$ cat config.mk
export PLATFORM = sky130hd
export DESIGN_NAME = ief_irq_enable_flag_logic
export DESIGN_NICKNAME = d
export VERILOG_FILES = /design/src/design/ief_pkg.sv /design/src/design/ief_irq_enable_flag_logic.sv
export SDC_FILE = /design/constraint.sdc
export NUM_CORES = 1
export LEC_CHECK = 0
export BUFFER_PORTS_ARGS = -buffer_cell sky130_fd_sc_hd__clkbuf_2
export CORE_UTILIZATION = 40
export DETAILED_ROUTE_END_ITERATION = 6
export PLACE_DENSITY_LB_ADDON = 0.1
export SETUP_SLACK_MARGIN = 0.3
export SLEW_MARGIN = 20
export SYNTH_ARGS = -nofsm -noshare
export SYNTH_HDL_FRONTEND = slang
export SYNTH_SLANG_ARGS = --single-unit
$ cat constraint.sdc
create_clock -name sys_clk -period 1.4 [get_ports sys_clk]
set_input_delay 0.14 -clock sys_clk [delete_from_list [all_inputs] [get_ports sys_clk]]
set_output_delay 0.14 -clock sys_clk [all_outputs]
set_load 0.005 [all_outputs]
$ cat src/design/ief_pkg.sv
// Package with register map, bit positions and reset values of the interrupt enable/flag block
package ief_pkg;
  // ----------------------------------------
  // Register byte addresses on APB
  // ----------------------------------------
  localparam logic [11:0] IEF_ADDR_INTERRUPT_CONTROL = 12'h000;
  localparam logic [11:0] IEF_ADDR_PERIPH_IRQ_ENABLE = 12'h004;
  localparam logic [11:0] IEF_ADDR_PERIPH_IRQ_FLAGS = 12'h008;
  localparam logic [11:0] IEF_ADDR_PIN_CHANGE_MASK = 12'h00C;
  localparam logic [11:0] IEF_ADDR_EXT_EDGE_SELECT = 12'h010;
  localparam int IEF_ADDR_W = 12;
  localparam int IEF_REG_W = 8;
  localparam int IEF_PORT_W = 6;

  // ----------------------------------------
  // Core interrupt control fields
  // ----------------------------------------
  localparam int IEF_GLOBAL_EN_BIT = 7;
  localparam int IEF_PERIPH_GRP_EN_BIT = 6;
  localparam int IEF_TICK_OVF_EN_BIT = 5;
  localparam int IEF_EXT_PIN_EN_BIT = 4;
  localparam int IEF_PORT_CHG_EN_BIT = 3;
  localparam int IEF_TICK_OVF_FLAG_BIT = 2;
  localparam int IEF_EXT_PIN_FLAG_BIT = 1;
  localparam int IEF_PORT_CHG_FLAG_BIT = 0;

  // ----------------------------------------
  // Peripheral enable / flag fields
  // ----------------------------------------
  localparam int IEF_CONV_DONE_BIT = 6;
  localparam int IEF_CAPCMP_BIT = 5;
  localparam int IEF_CMP_TWO_BIT = 4;
  localparam int IEF_CMP_ONE_BIT = 3;
  localparam int IEF_PERIOD_MATCH_BIT = 1;
  localparam int IEF_WIDE_OVF_BIT = 0;
  localparam logic [7:0] IEF_PERIPH_MASK_FULL = 8'h7B;
  localparam logic [7:0] IEF_PERIPH_MASK_REDUCED = 8'h19;

  localparam logic [7:0] IEF_RESET_BYTE = 8'h00;
  localparam logic [5:0] IEF_RESET_PORT = 6'h00;
  localparam logic [31:0] IEF_READ_ZERO = 32'h0000_0000;

  // Capture/compare unit modes
  localparam logic [1:0] IEF_CCP_CAPTURE = 2'h0;
  localparam logic [1:0] IEF_CCP_COMPARE = 2'h1;
  localparam logic [1:0] IEF_CCP_PWM = 2'h2;
endpackage : ief_pkg

$ cat src/design/ief_irq_enable_flag_logic.sv
// Interrupt enable and flag registers with APB slave and core request output
//
// Local design decisions: the address map and the APB interface to the registers.
`timescale 1ns/100ps
`default_nettype none

// Functional notes
// - Global enable bit 7 lets unmasked sources interrupt; zero blocks everything.
// - Peripheral group enable bit 6 gates all peripheral interrupts.
// - Bit 5 enables the tick timer overflow interrupt.
// - Bit 4 enables the external pin interrupt.
// - Bit 3 enables port change interrupt; at least one pin change mask bit must be set.
// - Bit 2 set on tick timer rollover, cleared only by software.
// - Bit 1 set on external pin event, cleared only by software.
// - Bit 0 set when any of port pins 5..0 changes, software clears.
// - Flags set regardless of own enable or global enable.
// - Peripheral interrupts need group enable plus individual enable.
// - Peripheral enables at bits 6,5,4,3,1,0 as listed.
// - Bits 7 and 2 of peripheral registers read zero.
// - Conversion done flag bit 6 set on conversion complete.
// - Capture/compare flag bit 5 on capture or compare event; unused in PWM.
// - Comparator flags bits 4 and 3 set on output change, software clears.
// - Period match flag bit 1 set on timer two match, software clears.
// - Wide timer overflow flag bit 0 set on overflow, software clears.
// - Reduced variant drops converter, capture/compare and timer two bits.
// - External flag on rising edge when edge select is 1, else falling.
module ief_irq_enable_flag_logic
  import ief_pkg::*;
#(
  parameter bit REDUCED_VARIANT = 1'b0
)(
  input wire logic sys_clk,
  input wire logic rst_n,
  input wire logic psel,
  input wire logic penable,
  input wire logic pwrite,
  input wire logic [IEF_ADDR_W-1:0] paddr,
  input wire logic [31:0] pwdata,
  output logic [31:0] prdata,
  output logic pready,
  output logic pslverr,
  input wire logic tickTimerRollover,
  input wire logic extIrqPin,
  input wire logic [IEF_PORT_W-1:0] firstIoPort,
  input wire logic convDone,
  input wire logic [1:0] capcmpMode,
  input wire logic capcmpEvent,
  input wire logic comparatorOneOut,
  input wire logic comparatorTwoOut,
  input wire logic periodMatch,
  input wire logic wideTimerOverflow,
  output logic coreIrqReq
);

  // ----------------------------------------
  // Elaboration check
  // ----------------------------------------
  if (IEF_REG_W != 8)
  begin : g_width_chk
    $error("register width must be eight bits");
  end

  localparam logic [7:0] PERIPH_MASK = REDUCED_VARIANT ? IEF_PERIPH_MASK_REDUCED
                                                       : IEF_PERIPH_MASK_FULL;

  // ----------------------------------------
  // Input synchronisers
  // ----------------------------------------
  // Asynchronous pins pass two flops; comparator outputs come from analog.
  logic extMeta_reg, extSync_reg, extPrev_reg;
  logic [IEF_PORT_W-1:0] portMeta_reg, portSync_reg, portPrev_reg;
  logic [1:0] cmpMeta_reg, cmpSync_reg, cmpPrev_reg;

  always_ff @(posedge sys_clk or negedge rst_n)
  begin
    if (!rst_n)
    begin
      extMeta_reg <= 1'b0;
      extSync_reg <= 1'b0;
      portMeta_reg <= IEF_RESET_PORT;
      portSync_reg <= IEF_RESET_PORT;
      cmpMeta_reg <= 2'h0;
      cmpSync_reg <= 2'h0;
    end
    else
    begin
      extMeta_reg <= extIrqPin;
      extSync_reg <= extMeta_reg;
      portMeta_reg <= firstIoPort;
      portSync_reg <= portMeta_reg;
      cmpMeta_reg <= {comparatorTwoOut, comparatorOneOut};
      cmpSync_reg <= cmpMeta_reg;
    end
  end

  // Event detection is blocked only in the first cycle after reset; a pin that is
  // high at the release of reset still looks like a pin change two cycles later.
  logic primed_reg;
  always_ff @(posedge sys_clk or negedge rst_n)
  begin
    if (!rst_n)
    begin
      primed_reg <= 1'b0;
      extPrev_reg <= 1'b0;
      portPrev_reg <= IEF_RESET_PORT;
      cmpPrev_reg <= 2'h0;
    end
    else
    begin
      primed_reg <= 1'b1;
      extPrev_reg <= extSync_reg;
      portPrev_reg <= portSync_reg;
      cmpPrev_reg <= cmpSync_reg;
    end
  end

  // ----------------------------------------
  // APB decode
  // ----------------------------------------
  logic wrAcc, rdSetup, mapped;
  logic [7:0] wrByte;
  assign wrByte = pwdata[7:0];
  assign mapped = (paddr == IEF_ADDR_INTERRUPT_CONTROL) || (paddr == IEF_ADDR_PERIPH_IRQ_ENABLE) ||
                  (paddr == IEF_ADDR_PERIPH_IRQ_FLAGS) || (paddr == IEF_ADDR_PIN_CHANGE_MASK) ||
                  (paddr == IEF_ADDR_EXT_EDGE_SELECT);
  assign wrAcc = psel && penable && pwrite;
  assign rdSetup = psel && !penable && !pwrite;
  // Zero wait states; an unmapped address answers with an error.
  assign pready = 1'b1;
  assign pslverr = psel && penable && !mapped;

  function automatic logic wrHit(input logic [IEF_ADDR_W-1:0] a, input logic w,
                                 input logic [IEF_ADDR_W-1:0] target);
    wrHit = w && (a == target);
  endfunction : wrHit

  logic wrCtrl, wrPerEn, wrPerFlag, wrMask, wrEdge;
  assign wrCtrl = wrHit(paddr, wrAcc, IEF_ADDR_INTERRUPT_CONTROL);
  assign wrPerEn = wrHit(paddr, wrAcc, IEF_ADDR_PERIPH_IRQ_ENABLE);
  assign wrPerFlag = wrHit(paddr, wrAcc, IEF_ADDR_PERIPH_IRQ_FLAGS);
  assign wrMask = wrHit(paddr, wrAcc, IEF_ADDR_PIN_CHANGE_MASK);
  assign wrEdge = wrHit(paddr, wrAcc, IEF_ADDR_EXT_EDGE_SELECT);

  // ----------------------------------------
  // Event detection
  // ----------------------------------------
  logic tickEvt, extEvt, portEvt, capcmpEvt;
  logic [IEF_PORT_W-1:0] pinChangeMask_reg;
  logic extEdgeSelect_reg;
  logic [1:0] cmpEvt;
  assign tickEvt = tickTimerRollover;
  assign extEvt = primed_reg && (extEdgeSelect_reg ? (extSync_reg && !extPrev_reg)
                                                   : (!extSync_reg && extPrev_reg));
  // Any change of pins 5..0 sets the flag; the mask only gates the request.
  assign portEvt = primed_reg && (portSync_reg != portPrev_reg);
  assign cmpEvt = primed_reg ? (cmpSync_reg ^ cmpPrev_reg) : 2'h0;
  assign capcmpEvt = capcmpEvent && (capcmpMode != IEF_CCP_PWM);

  // ----------------------------------------
  // Configuration registers
  // ----------------------------------------
  always_ff @(posedge sys_clk or negedge rst_n)
  begin
    if (!rst_n)
    begin
      pinChangeMask_reg <= IEF_RESET_PORT;
      extEdgeSelect_reg <= 1'b0;
    end
    else
    begin
      if (wrMask)
        pinChangeMask_reg <= wrByte[IEF_PORT_W-1:0];
      if (wrEdge)
        extEdgeSelect_reg <= wrByte[0];
    end
  end

  // ----------------------------------------
  // Core interrupt control register
  // ----------------------------------------
  logic [7:0] intCtrl_reg, intCtrl_next;
  always_comb
  begin
    intCtrl_next = intCtrl_reg;
    if (wrCtrl)
      intCtrl_next = wrByte;
    // Hardware set wins over a software clear in the same cycle.
    if (tickEvt)
      intCtrl_next[IEF_TICK_OVF_FLAG_BIT] = 1'b1;
    if (extEvt)
      intCtrl_next[IEF_EXT_PIN_FLAG_BIT] = 1'b1;
    if (portEvt)
      intCtrl_next[IEF_PORT_CHG_FLAG_BIT] = 1'b1;
  end

  always_ff @(posedge sys_clk or negedge rst_n)
  begin
    if (!rst_n)
      intCtrl_reg <= IEF_RESET_BYTE;
    else
      intCtrl_reg <= intCtrl_next;
  end

  // ----------------------------------------
  // Peripheral enable and flag registers
  // ----------------------------------------
  logic [7:0] perEn_reg, perFlag_reg, perFlag_next, perEvt;
  always_comb
  begin
    perEvt = IEF_RESET_BYTE;
    perEvt[IEF_CONV_DONE_BIT] = convDone;
    perEvt[IEF_CAPCMP_BIT] = capcmpEvt;
    perEvt[IEF_CMP_TWO_BIT] = cmpEvt[1];
    perEvt[IEF_CMP_ONE_BIT] = cmpEvt[0];
    perEvt[IEF_PERIOD_MATCH_BIT] = periodMatch;
    perEvt[IEF_WIDE_OVF_BIT] = wideTimerOverflow;
    perFlag_next = wrPerFlag ? wrByte : perFlag_reg;
    perFlag_next = (perFlag_next | perEvt) & PERIPH_MASK;
  end

  always_ff @(posedge sys_clk or negedge rst_n)
  begin
    if (!rst_n)
    begin
      perEn_reg <= IEF_RESET_BYTE;
      perFlag_reg <= IEF_RESET_BYTE;
    end
    else
    begin
      if (wrPerEn)
        perEn_reg <= wrByte & PERIPH_MASK;
      perFlag_reg <= perFlag_next;
    end
  end

  // ----------------------------------------
  // Core request
  // ----------------------------------------
  logic coreSrc, periphSrc;
  logic portPinArmed;
  assign portPinArmed = |pinChangeMask_reg;
  assign coreSrc = (intCtrl_reg[IEF_TICK_OVF_EN_BIT] && intCtrl_reg[IEF_TICK_OVF_FLAG_BIT])
                || (intCtrl_reg[IEF_EXT_PIN_EN_BIT] && intCtrl_reg[IEF_EXT_PIN_FLAG_BIT])
                || (intCtrl_reg[IEF_PORT_CHG_EN_BIT] && portPinArmed
                    && intCtrl_reg[IEF_PORT_CHG_FLAG_BIT]);
  assign periphSrc = intCtrl_reg[IEF_PERIPH_GRP_EN_BIT] && |(perEn_reg & perFlag_reg);

  always_ff @(posedge sys_clk or negedge rst_n)
  begin
    if (!rst_n)
      coreIrqReq <= 1'b0;
    else
      coreIrqReq <= intCtrl_next[IEF_GLOBAL_EN_BIT] && (coreSrc || periphSrc);
  end

  // ----------------------------------------
  // Read data
  // ----------------------------------------
  // Read data is taken in the setup cycle so that prdata leaves a flop; a flag
  // raised during the access cycle itself shows on the next read.
  logic [31:0] readMux;
  always_comb
  begin
    readMux = IEF_READ_ZERO;
    case (paddr)
      IEF_ADDR_INTERRUPT_CONTROL: readMux[IEF_REG_W-1:0] = intCtrl_reg;
      IEF_ADDR_PERIPH_IRQ_ENABLE: readMux[IEF_REG_W-1:0] = perEn_reg;
      IEF_ADDR_PERIPH_IRQ_FLAGS: readMux[IEF_REG_W-1:0] = perFlag_reg;
      IEF_ADDR_PIN_CHANGE_MASK: readMux[IEF_PORT_W-1:0] = pinChangeMask_reg;
      IEF_ADDR_EXT_EDGE_SELECT: readMux[0] = extEdgeSelect_reg;
      default: readMux = IEF_READ_ZERO;
    endcase
  end

  // Cleared outside the access phase so a stale word never lingers on the bus.
  always_ff @(posedge sys_clk or negedge rst_n)
  begin
    if (!rst_n)
      prdata <= IEF_READ_ZERO;
    else if (rdSetup)
      prdata <= readMux;
    else
      prdata <= IEF_READ_ZERO;
  end

  // ----------------------------------------
  // Assertions
  // ----------------------------------------
  tick_flag_set_a: assert property (@(posedge sys_clk) disable iff (!rst_n)
    tickTimerRollover |=> intCtrl_reg[IEF_TICK_OVF_FLAG_BIT])
    else $error("tick overflow flag not set");
  tick_flag_hold_a: assert property (@(posedge sys_clk) disable iff (!rst_n)
    (intCtrl_reg[IEF_TICK_OVF_FLAG_BIT] && !wrCtrl) |=> intCtrl_reg[IEF_TICK_OVF_FLAG_BIT])
    else $error("tick overflow flag dropped without write");
  ext_edge_a: assert property (@(posedge sys_clk) disable iff (!rst_n)
    (primed_reg && extEdgeSelect_reg && extSync_reg && !extPrev_reg) |=> intCtrl_reg[IEF_EXT_PIN_FLAG_BIT])
    else $error("rising edge missed");
  ext_flag_hold_a: assert property (@(posedge sys_clk) disable iff (!rst_n)
    (intCtrl_reg[IEF_EXT_PIN_FLAG_BIT] && !wrCtrl) |=> intCtrl_reg[IEF_EXT_PIN_FLAG_BIT])
    else $error("external flag dropped without write");
  port_change_a: assert property (@(posedge sys_clk) disable iff (!rst_n)
    (primed_reg && portSync_reg != portPrev_reg) |=> intCtrl_reg[IEF_PORT_CHG_FLAG_BIT])
    else $error("port change flag not set");
  global_block_a: assert property (@(posedge sys_clk) disable iff (!rst_n)
    !intCtrl_reg[IEF_GLOBAL_EN_BIT] |-> !coreIrqReq)
    else $error("request with global enable clear");
  periph_group_a: assert property (@(posedge sys_clk) disable iff (!rst_n)
    (intCtrl_next[IEF_GLOBAL_EN_BIT] && intCtrl_reg[IEF_PERIPH_GRP_EN_BIT]
     && |(perEn_reg & perFlag_reg)) |=> coreIrqReq)
    else $error("peripheral request lost");
  periph_zero_a: assert property (@(posedge sys_clk) disable iff (!rst_n)
    (perFlag_reg & ~PERIPH_MASK) == IEF_RESET_BYTE && (perEn_reg & ~PERIPH_MASK) == IEF_RESET_BYTE)
    else $error("unimplemented peripheral bit set");
  wide_ovf_a: assert property (@(posedge sys_clk) disable iff (!rst_n)
    wideTimerOverflow |=> perFlag_reg[IEF_WIDE_OVF_BIT])
    else $error("wide timer flag not set");

  port_flag_hold_a: assert property (@(posedge sys_clk) disable iff (!rst_n)
    (intCtrl_reg[IEF_PORT_CHG_FLAG_BIT] && !wrCtrl) |=> intCtrl_reg[IEF_PORT_CHG_FLAG_BIT])
    else $error("port change flag dropped without write");
  ext_fall_a: assert property (@(posedge sys_clk) disable iff (!rst_n)
    (primed_reg && !extEdgeSelect_reg && !extSync_reg && extPrev_reg)
    |=> intCtrl_reg[IEF_EXT_PIN_FLAG_BIT])
    else $error("falling edge missed");
  conv_done_a: assert property (@(posedge sys_clk) disable iff (!rst_n)
    (convDone && PERIPH_MASK[IEF_CONV_DONE_BIT]) |=> perFlag_reg[IEF_CONV_DONE_BIT])
    else $error("conversion done flag not set");
  capcmp_set_a: assert property (@(posedge sys_clk) disable iff (!rst_n)
    (capcmpEvent && (capcmpMode != IEF_CCP_PWM) && PERIPH_MASK[IEF_CAPCMP_BIT])
    |=> perFlag_reg[IEF_CAPCMP_BIT])
    else $error("capture compare flag not set");
  capcmp_pwm_a: assert property (@(posedge sys_clk) disable iff (!rst_n)
    (capcmpMode == IEF_CCP_PWM && !wrPerFlag && !perFlag_reg[IEF_CAPCMP_BIT])
    |=> !perFlag_reg[IEF_CAPCMP_BIT])
    else $error("capture compare flag set in pwm mode");
  cmp_one_a: assert property (@(posedge sys_clk) disable iff (!rst_n)
    (primed_reg && (cmpSync_reg[0] != cmpPrev_reg[0])) |=> perFlag_reg[IEF_CMP_ONE_BIT])
    else $error("comparator one flag not set");
  cmp_two_a: assert property (@(posedge sys_clk) disable iff (!rst_n)
    (primed_reg && (cmpSync_reg[1] != cmpPrev_reg[1])) |=> perFlag_reg[IEF_CMP_TWO_BIT])
    else $error("comparator two flag not set");
  period_match_a: assert property (@(posedge sys_clk) disable iff (!rst_n)
    (periodMatch && PERIPH_MASK[IEF_PERIOD_MATCH_BIT]) |=> perFlag_reg[IEF_PERIOD_MATCH_BIT])
    else $error("period match flag not set");
  periph_hold_a: assert property (@(posedge sys_clk) disable iff (!rst_n)
    !wrPerFlag |=> ((perFlag_reg & $past(perFlag_reg)) == $past(perFlag_reg)))
    else $error("peripheral flag dropped without write");
  en_write_a: assert property (@(posedge sys_clk) disable iff (!rst_n)
    (wrPerEn && wrByte[IEF_WIDE_OVF_BIT]) |=> perEn_reg[IEF_WIDE_OVF_BIT])
    else $error("wide timer enable not written");
  read_zero_a: assert property (@(posedge sys_clk) disable iff (!rst_n)
    (psel && penable && !pwrite && (paddr == IEF_ADDR_PERIPH_IRQ_FLAGS))
    |-> ((prdata[IEF_REG_W-1:0] & ~PERIPH_MASK) == IEF_RESET_BYTE))
    else $error("unimplemented flag bit read as one");

  // ----------------------------------------
  // Request gating
  // ----------------------------------------
  tick_gate_a: assert property (@(posedge sys_clk) disable iff (!rst_n)
    (intCtrl_next[IEF_GLOBAL_EN_BIT] && intCtrl_reg[IEF_TICK_OVF_EN_BIT]
     && intCtrl_reg[IEF_TICK_OVF_FLAG_BIT]) |=> coreIrqReq)
    else $error("enabled tick overflow lost");
  ext_gate_a: assert property (@(posedge sys_clk) disable iff (!rst_n)
    (intCtrl_next[IEF_GLOBAL_EN_BIT] && intCtrl_reg[IEF_EXT_PIN_EN_BIT]
     && intCtrl_reg[IEF_EXT_PIN_FLAG_BIT]) |=> coreIrqReq)
    else $error("enabled external pin event lost");
  periph_block_a: assert property (@(posedge sys_clk) disable iff (!rst_n)
    (!intCtrl_reg[IEF_PERIPH_GRP_EN_BIT] && !coreSrc) |=> !coreIrqReq)
    else $error("peripheral request with group enable clear");
  port_mask_a: assert property (@(posedge sys_clk) disable iff (!rst_n)
    (pinChangeMask_reg == IEF_RESET_PORT && !intCtrl_reg[IEF_TICK_OVF_EN_BIT]
     && !intCtrl_reg[IEF_EXT_PIN_EN_BIT] && !periphSrc) |=> !coreIrqReq)
    else $error("port change request without armed pin");

endmodule : ief_irq_enable_flag_logic
`default_nettype wire

==> impl_metrics.tcl, run 1 <==
set metrics [dict create \
    yosysWarningCount 0 \
    coreArea_sq_um 6490 \
    drt_iter0_drc 133 \
    period_share_pct 116 \
    routed_wl_mm 5.26 \
    finalSetupViolCount 35 \
    reg2reg_depth 3 \
    grt_antenna_before_repair 0 \
    die_area_sq_um 7210 \
    grt-ovfl-total 0 \
    r2r-end "coreIrqReq" \
    grt_max_degree 65 \
    violations "DRC, setup timing" \
    numCtsBuffers 9 \
    grt_usage_pct 16.9 \
    yosys_most_used_dff "dfrtp_1" \
    whs_path_depth 3 \
    post_dp_cell_area_sq_um 3150 \
    route.detailed.drc 7 \
    clkTransAtPathRegs_ns 0.07 \
    crit_fanout 5 \
    rows 29 \
    final.fill_count 579 \
    syn_inst 216 \
    htreeDepth 3 \
    p_sw_uw 911 \
    pwr_density_cell_nw_per_um2 1010 \
    grt_pass1_wl_mm 9.07 \
    post-place-ws_ns -0.682 \
    io_buffers 50 \
    cts_tree "yes" \
    cp-start-kind "input port" \
    ys_seq_area_share_pct 58.2 \
    clock_skew_ns 0.00524 \
    peakVddDrop_mv 0.768 \
    final_util_pct 54.8 \
    drt_first_pass_iters 6 \
    tns_ns -4.50 \
    detail_route.wl_per_cell_um 13.5 \
    postLayoutSetupSlackWorst_ns -0.220 \
    cts-root-buf "clkbuf_8" \
    hp-start "pwdata[7]" \
    cts_buffer_depth 2 \
    period_needed_ns 1.62 \
    fin_area_sq_um 3560 \
    maxSlewViolCount 0 \
    p_clk_share_pct 39.2 \
    synth_edf_count 0 \
    crit_path_top_delay_cell "or4_4" \
    syn_area_sq_um 2750 \
    max_cap_viol_count 0 \
    vias 1878 \
    crit_family "simple AND/OR/NAND/NOR gates" \
    hold_path_class "input port to register" \
    required_ns 1.63 \
    ys_types 42 \
    antenna_cells 0 \
    ys_ff_latch 64 \
    place_congestion 0.774 \
    register_area_sq_um 1600 \
    crit_path_cell_trace "clkbuf_2 > or4_4 > or3_4 > or2_1 > mux2_4" \
    sw_frac_of_total_pct 25.4 \
    clock_latency_ns 0.34 \
    nets 372 \
    die_y_um 84.9 \
    pin_count 100 \
    hold_violations 0 \
    power_leakage_nw 1.68 \
    syn_to_final_growth_pct 29.4 \
    grt_pass1_vias 1862 \
    ff2ff_setup_slack_ns -0.01 \
    critPathKind "input port to register" \
    clock_sinks 64 \
    rsz0062_at_grt "true" \
    multi_input_area_sq_um 1090 \
    endpoint_kind "register" \
    p_comb_share_pct 7.6 \
    fp.dieW_um 84.9 \
    start_util_pct 42.4 \
    reg2reg_from "pinChangeMask_reg[5]" \
    p_seq_share_pct 53.2 \
    avgSynthCellArea_sq_um 12.7 \
    internal_power_mw 2.68 \
    fmax_mhz 617 \
    arrival_ns 1.85 \
    place_hpwl_mm 3.78 \
    viasPerCell 4.83 \
    critPathMaxStageDelay_ns 0.54 \
    synth-async-reset-ratio_pct 100 \
    drive_above_1_share_pct 43.3 \
    cp_num_buf_inv 1 \
    holdPathEnd "intCtrl_reg[7]" \
    ant_nets 0 \
    outcome "finished with violations" \
]
[cells in the mapped netlist, types with 2 or more instances]
cell,n,area [sq um]
or3_1,3,18.8
dfrtp_1,64,1600
nor2_1,12,45.0
conb_1,2,7.51
nand3_1,5,25.0
o21ai_0,6,30.0
mux4_2,5,113
nor2b_1,6,37.5
nor3_1,2,10.0
inv_1,3,11.3
buf_4,25,188
mux2_2,12,135
buf_6,2,22.5
mux2i_1,7,70.1
nand2_1,7,26.3
xor2_1,4,35.0
a22oi_1,4,30.0
nand4_1,4,25.0
buf_2,4,20.0
a21oi_1,9,45.0
and3_1,2,12.5
mux2_4,4,60.1
xnor2_1,4,35.0
o31ai_1,2,15.0
[kinds of logic (layout without fill, tap and decap cells)]
family	count (synthesis)	after routing	synth area share, %
other cells	2	26	0.273
buf+inv	36	108	9.05
simple gates	53	53	10.6
mux	28	28	13.7
flops	64	64	58.2
xor+xnor	8	8	2.55
compound gates	25	25	5.55
[layer usage]
metal	GRT usage (%)	share of wire (%)
met5	0	0
met4	8.32	1.7
met3	4.96	4.4
met2	27.1	50
met1	21.0	44
[through the flow]
step,hold slack [ns],power [mW],std cells
after floorplan,-0.156,2.08,240
after global placement,0.182,2.18,358
after detailed placement,0.182,2.19,358
after CTS,0.0592,3.65,389
after global routing,0.0775,3.76,389
final,0.0757,3.59,389
[worst reg2reg max path: stages (launching register included)]
cell      delay [ns]
dfrtp_1         0.38
or4_4           0.55
o311ai_4        0.22
a32oi_1         0.14
[worst max path at each step]
stage	cells after the start	end	slack [ns]	startpoint
detailed placement	6	perEn_reg[5]	-0.68	paddr[1]
finish	5	intCtrl_reg[5]	-0.22	paddr[8]
CTS	7	pslverr	-0.24	paddr[8]
global route	7	pslverr	-0.28	paddr[8]
global placement	6	perEn_reg[4]	-0.65	paddr[1]
floorplan	6	intCtrl_reg[3]	-0.53	paddr[1]
[cell usage in the layout (no fill, tap or decap), types with 2 or more instances in the layout]
master,count
clkbuf_2,50
dfrtp_1,64
o21ai_2,4
xnor2_1,4
nand2_1,7
nand3_1,5
clkinvlp_4,2
mux2_2,12
clkbuf_8,9
a21oi_2,2
or4_4,2
inv_6,2
inv_1,2
nand4_1,4
nor2b_1,5
o21ai_0,2
a22oi_1,4
a21oi_1,7
conb_1,26
clkinv_4,2
mux2_4,4
mux2i_1,7
or3_1,2
xor2_1,4
nor2_1,12
dlygate4sd3_1,11
buf_4,26
mux4_2,5
[layout make-up]
class,count,share of cell area (%)
Clock buffer,9,3.48
Clock inverter,7,1.55
Inverter,3,0.316
Multi-Input combinational cell,140,30.5
Sequential cell,64,45.0
Tap cell,77,2.71
Timing Repair Buffer,89,16.5
[timing repair]
item,4_1_cts,5_1_grt
hold endpoints to repair,74,0
hold buffers,11,0
gates resized for setup,22,4
endpoints found under the setup margin,37,37
setup buffers,4,0
pin swaps,7,2
[power by group through the flow]
stage	combinational, mW	clock (mW)	sequential (mW)
after floorplan	0.140	0	1.94
after global placement	0.239	0	1.94
after detailed placement	0.240	0	1.95
after CTS	0.270	1.47	1.91
after global routing	0.308	1.54	1.91
final	0.272	1.40	1.91
No activity file was read; power rests on OpenSTA's default activity.
==> inputs of run 2 (changes only) <==
--- a/config.mk
+++ b/config.mk
@@ -6,6 +6,7 @@
 export NUM_CORES = 1
 export LEC_CHECK = 0
 export BUFFER_PORTS_ARGS = -buffer_cell sky130_fd_sc_hd__clkbuf_2
+export CORE_ASPECT_RATIO = 0.6
 export CORE_UTILIZATION = 40
 export DETAILED_ROUTE_END_ITERATION = 6
 export PLACE_DENSITY_LB_ADDON = 0.1
==> impl_metrics.tcl, run 2 (synthesized netlist as in run 1, its figures left out) <==
set metrics [dict create \
    p_seq_share_pct 39.9 \
    die_area_sq_um 7220 \
    critPathKind "input port to register" \
    cts-root-buf "clkbuf_16" \
    period_needed_ns 1.64 \
    internal_power_mw 3.81 \
    io_buffers 50 \
    max_cap_viol_count 0 \
    holdPathEnd "intCtrl_reg[2]" \
    critPathMaxStageDelay_ns 0.56 \
    tns_ns -5.41 \
    grt_max_degree 65 \
    rows 22 \
    reg2reg_depth 3 \
    antenna_cells 0 \
    crit_fanout 5 \
    finalSetupViolCount 35 \
    pwr_density_cell_nw_per_um2 1280 \
    rsz0062_at_grt "true" \
    coreArea_sq_um 6360 \
    r2r-end "coreIrqReq" \
    crit_path_cell_trace "clkbuf_2 > or4_4 > or3_4 > or2_1 > mux2_4" \
    route.detailed.drc 0 \
    post_dp_cell_area_sq_um 3150 \
    drt_first_pass_iters 4 \
    clock_skew_ns 0.00283 \
    grt.met1_usage_pct 26.8 \
    cts_buffer_depth 2 \
    endpoint_kind "register" \
    clkTransAtPathRegs_ns 0.05 \
    p_clk_share_pct 54.5 \
    reg2reg_from "pinChangeMask_reg[2]" \
    drive_above_1_share_pct 43.1 \
    ff2ff_setup_slack_ns -0.07 \
    grt-ovfl-total 0 \
    power_leakage_nw 1.76 \
    ant_nets 0 \
    violations "setup timing" \
    vias 1839 \
    grt_usage_pct 18.4 \
    fmax_mhz 611 \
    most-common-layout-cells "dfrtp_1, clkbuf_2, conb_1, buf_4, mux2_4" \
    holdWs_ns 0.00817 \
    cp-start-kind "input port" \
    cts_tree "yes" \
    start_util_pct 43.3 \
    clock_sinks 64 \
    required_ns 1.61 \
    hp-start "tickTimerRollover" \
    sw_frac_of_total_pct 20.5 \
    syn_to_final_growth_pct 36.5 \
    hold_path_class "input port to register" \
    fin_area_sq_um 3760 \
    viasPerCell 4.72 \
    grt_busiest_layer "met1" \
    hold_violations 0 \
    grt_pass1_vias 1762 \
    layout_commonest_cell "dfrtp_1" \
    period_share_pct 117 \
    grt_antenna_before_repair 0 \
    p_sw_uw 982 \
    nets 366 \
    grtUsageMet2_pct 24.4 \
    met3_usage_pct 6.90 \
    peakVddDrop_mv 1.01 \
    grt_pass1_wl_mm 9.34 \
    fp.dieW_um 109 \
    htreeDepth 3 \
    postLayoutSetupSlackWorst_ns -0.238 \
    outcome "finished with violations" \
    place_hpwl_mm 4.01 \
    routed_wl_mm 5.85 \
    crit_path_top_delay_cell "or4_4" \
    pin_count 100 \
    arrival_ns 1.85 \
    clock_latency_ns 0.33 \
    maxSlewViolCount 0 \
    detail_route.wl_per_cell_um 15.0 \
    p_comb_share_pct 5.6 \
    place_congestion 0.764 \
    drt_iter0_drc 59 \
    die_y_um 66.2 \
    numCtsBuffers 9 \
    whs_path_depth 2 \
]
-- run 2: timing repair --
item | CTS | global route
pin swaps | 5 | 11
endpoints found under the hold margin | 73 | 0
hold buffers | 10 | 0
cloned | 0 | 0
setup endpoints to repair | 37 | 37
gates resized for setup | 21 | 17
setup buffers | 2 | 0
-- run 2: power by group through the flow --
stage          logic (mW)  clock network (mW)  registers [mW]
2_1_floorplan       0.140                   0            1.94
4_1_cts             0.266                2.67            1.91
3_5_place_dp        0.239                   0            1.95
6_report            0.269                2.61            1.91
5_1_grt             0.302                2.76            1.92
3_3_place_gp        0.239                   0            1.95
-- run 2: final cells by class --
type | count | area, sq um
multi-input cells | 140 | 1130
clock inverters | 6 | 115
repair buffers | 83 | 556
clock buffers | 10 | 239
well taps | 84 | 105
fillers | 532 | 2600
inverters | 3 | 11.3
flip-flops and latches | 64 | 1600
-- run 2: worst max-delay path: cells and delay by family --
| family | cells | cell delay (ns) |
|---|---|---|
| buffers and inverters | 1 | 0.08 |
| multiplexers | 1 | 0.33 |
| AND/OR/NAND/NOR | 3 | 1.30 |
-- run 2: how the worst max path moves through the flow --
| stage | from | endpoint | cells after the start |
|---|---|---|---|
| 6_report | paddr[1] | intCtrl_reg[3] | 5 |
| 3_3_place_gp | paddr[1] | perEn_reg[6] | 6 |
| 3_5_place_dp | paddr[1] | pinChangeMask_reg[3] | 6 |
| 2_1_floorplan | paddr[1] | intCtrl_reg[3] | 6 |
| 4_1_cts | paddr[8] | perEn_reg[5] | 6 |
| 5_1_grt | paddr[1] | perEn_reg[3] | 6 |
-- run 2: metrics by stage --
stage	total power, mW	std cells	worst slack (ns)	util, %
detailed placement	2.19	362	-0.743	49.5
CTS	4.85	390	-0.235	57.8
floorplan	2.08	240	-0.527	-
finish	4.80	390	-0.238	59.1
global route	4.98	390	-0.295	59.1
global placement	2.18	362	-0.742	49.5
-- run 2: metal layers --
metal  part of all wire, %  vias up
li1                      -      874
met5                     0        -
met4                   1.2        0
met3                   5.8        6
met1                    53      895
met2                    40       64
==> inputs of run 3 (changes only) <==
--- a/config.mk
+++ b/config.mk
@@ -6,12 +6,13 @@
 export NUM_CORES = 1
 export LEC_CHECK = 0
 export BUFFER_PORTS_ARGS = -buffer_cell sky130_fd_sc_hd__clkbuf_2
+export CELL_PAD_IN_SITES_DETAIL_PLACEMENT = 0
+export CELL_PAD_IN_SITES_GLOBAL_PLACEMENT = 1
 export CORE_ASPECT_RATIO = 0.6
-export CORE_UTILIZATION = 40
+export CORE_UTILIZATION = 34
 export DETAILED_ROUTE_END_ITERATION = 6
 export PLACE_DENSITY_LB_ADDON = 0.1
 export SETUP_SLACK_MARGIN = 0.3
-export SLEW_MARGIN = 20
 export SYNTH_ARGS = -nofsm -noshare
 export SYNTH_HDL_FRONTEND = slang
 export SYNTH_SLANG_ARGS = --single-unit
==> impl_metrics.tcl, run 3 (synthesized netlist as in run 1, its figures left out) <==
set metrics [dict create \
    outcome "finished with violations" \
    violations "setup timing" \
    drt_first_pass_iters 4 \
    io_buffers 50 \
    die_area_sq_um 8470 \
    critPathMaxStageDelay_ns 0.55 \
    required_ns 1.61 \
    grt_usage_pct 16.4 \
    start_util_pct 36.5 \
    period_needed_ns 1.65 \
    die_y_um 71.7 \
    tns_ns -4.97 \
    hp-start "tickTimerRollover" \
    sw_frac_of_total_pct 21.1 \
    layout_commonest_cell "dfrtp_1" \
    crit_family "simple AND/OR/NAND/NOR gates" \
    clock_latency_ns 0.32 \
    reg2reg_from "pinChangeMask_reg[4]" \
    crit_path_cell_trace "clkbuf_2 > or4_4 > nor4b_4 > buf_4 > and3b_2 > mux2_4" \
    whs_path_depth 2 \
    ff2ff_setup_slack_ns -0.06 \
    cts_tree "yes" \
    numCtsBuffers 9 \
    max-slew-margin-rel_pct 61.1 \
    fmax_mhz 606 \
    hold_violations 0 \
    arrival_ns 1.86 \
    holdPathEnd "intCtrl_reg[2]" \
    p_sw_uw 976 \
    detail_route.wl_per_cell_um 14.8 \
    holdWs_ns 0.0259 \
    postLayoutSetupSlackWorst_ns -0.250 \
    clock_sinks 64 \
    crit_path_top_delay_cell "or4_4" \
    rows 24 \
    ant_nets 0 \
    maxSlewViolCount 0 \
    cp_num_buf_inv 2 \
    final.fill_count 692 \
    grt_antenna_before_repair 0 \
    rsz0062_at_grt "true" \
    worst_pin_slew_ns 0.584 \
    fp.dieW_um 118 \
    vias 1868 \
    critPathKind "input port to register" \
    reg2reg_depth 3 \
    clkTransAtPathRegs_ns 0.05 \
    internal_power_mw 3.64 \
    startpoint "paddr[8]" \
    max_cap_viol_count 0 \
    htreeDepth 3 \
    routed_wl_mm 6.13 \
    grt_pass1_vias 1922 \
    endpoint_kind "register" \
    power_leakage_nw 1.80 \
    viasPerCell 4.51 \
    crit_fanout 6 \
    drive_above_1_share_pct 45.2 \
    grt-ovfl-total 0 \
    p_seq_share_pct 41.5 \
    finalSetupViolCount 34 \
    p_comb_share_pct 6.2 \
    coreArea_sq_um 7540 \
    clock_skew_ns 0.00459 \
    syn_to_final_growth_pct 39.9 \
    place_congestion 0.763 \
    place_hpwl_mm 4.54 \
    grt_pass1_wl_mm 10.3 \
    nets 370 \
    grt_max_degree 25 \
    most-common-layout-cells "dfrtp_1, clkbuf_2, conb_1, buf_4, mux2_4" \
    period_share_pct 118 \
    pwr_density_cell_nw_per_um2 1200 \
    antenna_cells 0 \
    p_clk_share_pct 52.4 \
    cts-root-buf "clkbuf_16" \
    cts_buffer_depth 2 \
    pin_count 100 \
    peakVddDrop_mv 0.841 \
    drt_iter0_drc 78 \
    hold_path_class "input port to register" \
    route.detailed.drc 0 \
    r2r-end "coreIrqReq" \
    cp-start-kind "input port" \
]
==> run 3: final cells by class <==
class                           instances  area (sq um)  share of cell area (%)
Sequential cell                        64          1600                    41.6
Multi-Input combinational cell        140          1180                    30.6
Timing Repair Buffer                   87           598                    15.5
Clock buffer                           10           239                    6.21
Tap cell                              104           130                    3.38
Clock inverter                          6          91.3                    2.37
Inverter                                3          11.3                   0.292
==> run 3: how the worst max path moves through the flow <==
stage / slack (ns) / cells after the start / endpoint
floorplan: -0.53 / 6 / intCtrl_reg[3]
global placement: -0.64 / 6 / perEn_reg[3]
detailed placement: -0.68 / 6 / perEn_reg[4]
CTS: -0.25 / 6 / perEn_reg[4]
global route: -0.31 / 7 / pslverr
finish: -0.25 / 6 / perEn_reg[5]
==> run 3: layer usage <==
layer	routed length, um	GRT usage (%)	part of all wire [%]	up-vias
met5	0	0	0	-
met4	37	5.13	0.60	0
met3	360	5.18	5.9	6
met2	2480	21.5	40	55
met1	3250	25.3	53	920
li1	-	-	-	887
==> run 3: per-stage QoR <==
step	power, mW	cells	setup slack (ns)	instance area, sq um	util (%)
detailed placement	2.20	385	-0.675	3210	42.5
floorplan	2.08	240	-0.527	2850	-
CTS	4.66	414	-0.251	3760	49.9
finish	4.62	414	-0.250	3850	51.1
global placement	2.20	385	-0.644	3210	42.5
global route	4.80	414	-0.308	3850	51.1
==> run 3: power by group through the flow <==
stage               combinational (mW)  clock [mW]  sequential (mW)
detailed placement               0.249           0             1.95
CTS                              0.276        2.47             1.91
finish                           0.284        2.42             1.91
global placement                 0.251           0             1.95
global route                     0.317        2.56             1.92
floorplan                        0.140           0             1.94
==> run 3: repair_timing <==
action / CTS / global route
endpoints found under the hold margin: 27 / 0
hold buffers: 10 / 0
pin swaps: 9 / 4
resized for setup: 33 / 17
setup endpoints to repair: 37 / 37
setup buffers: 3 / 0
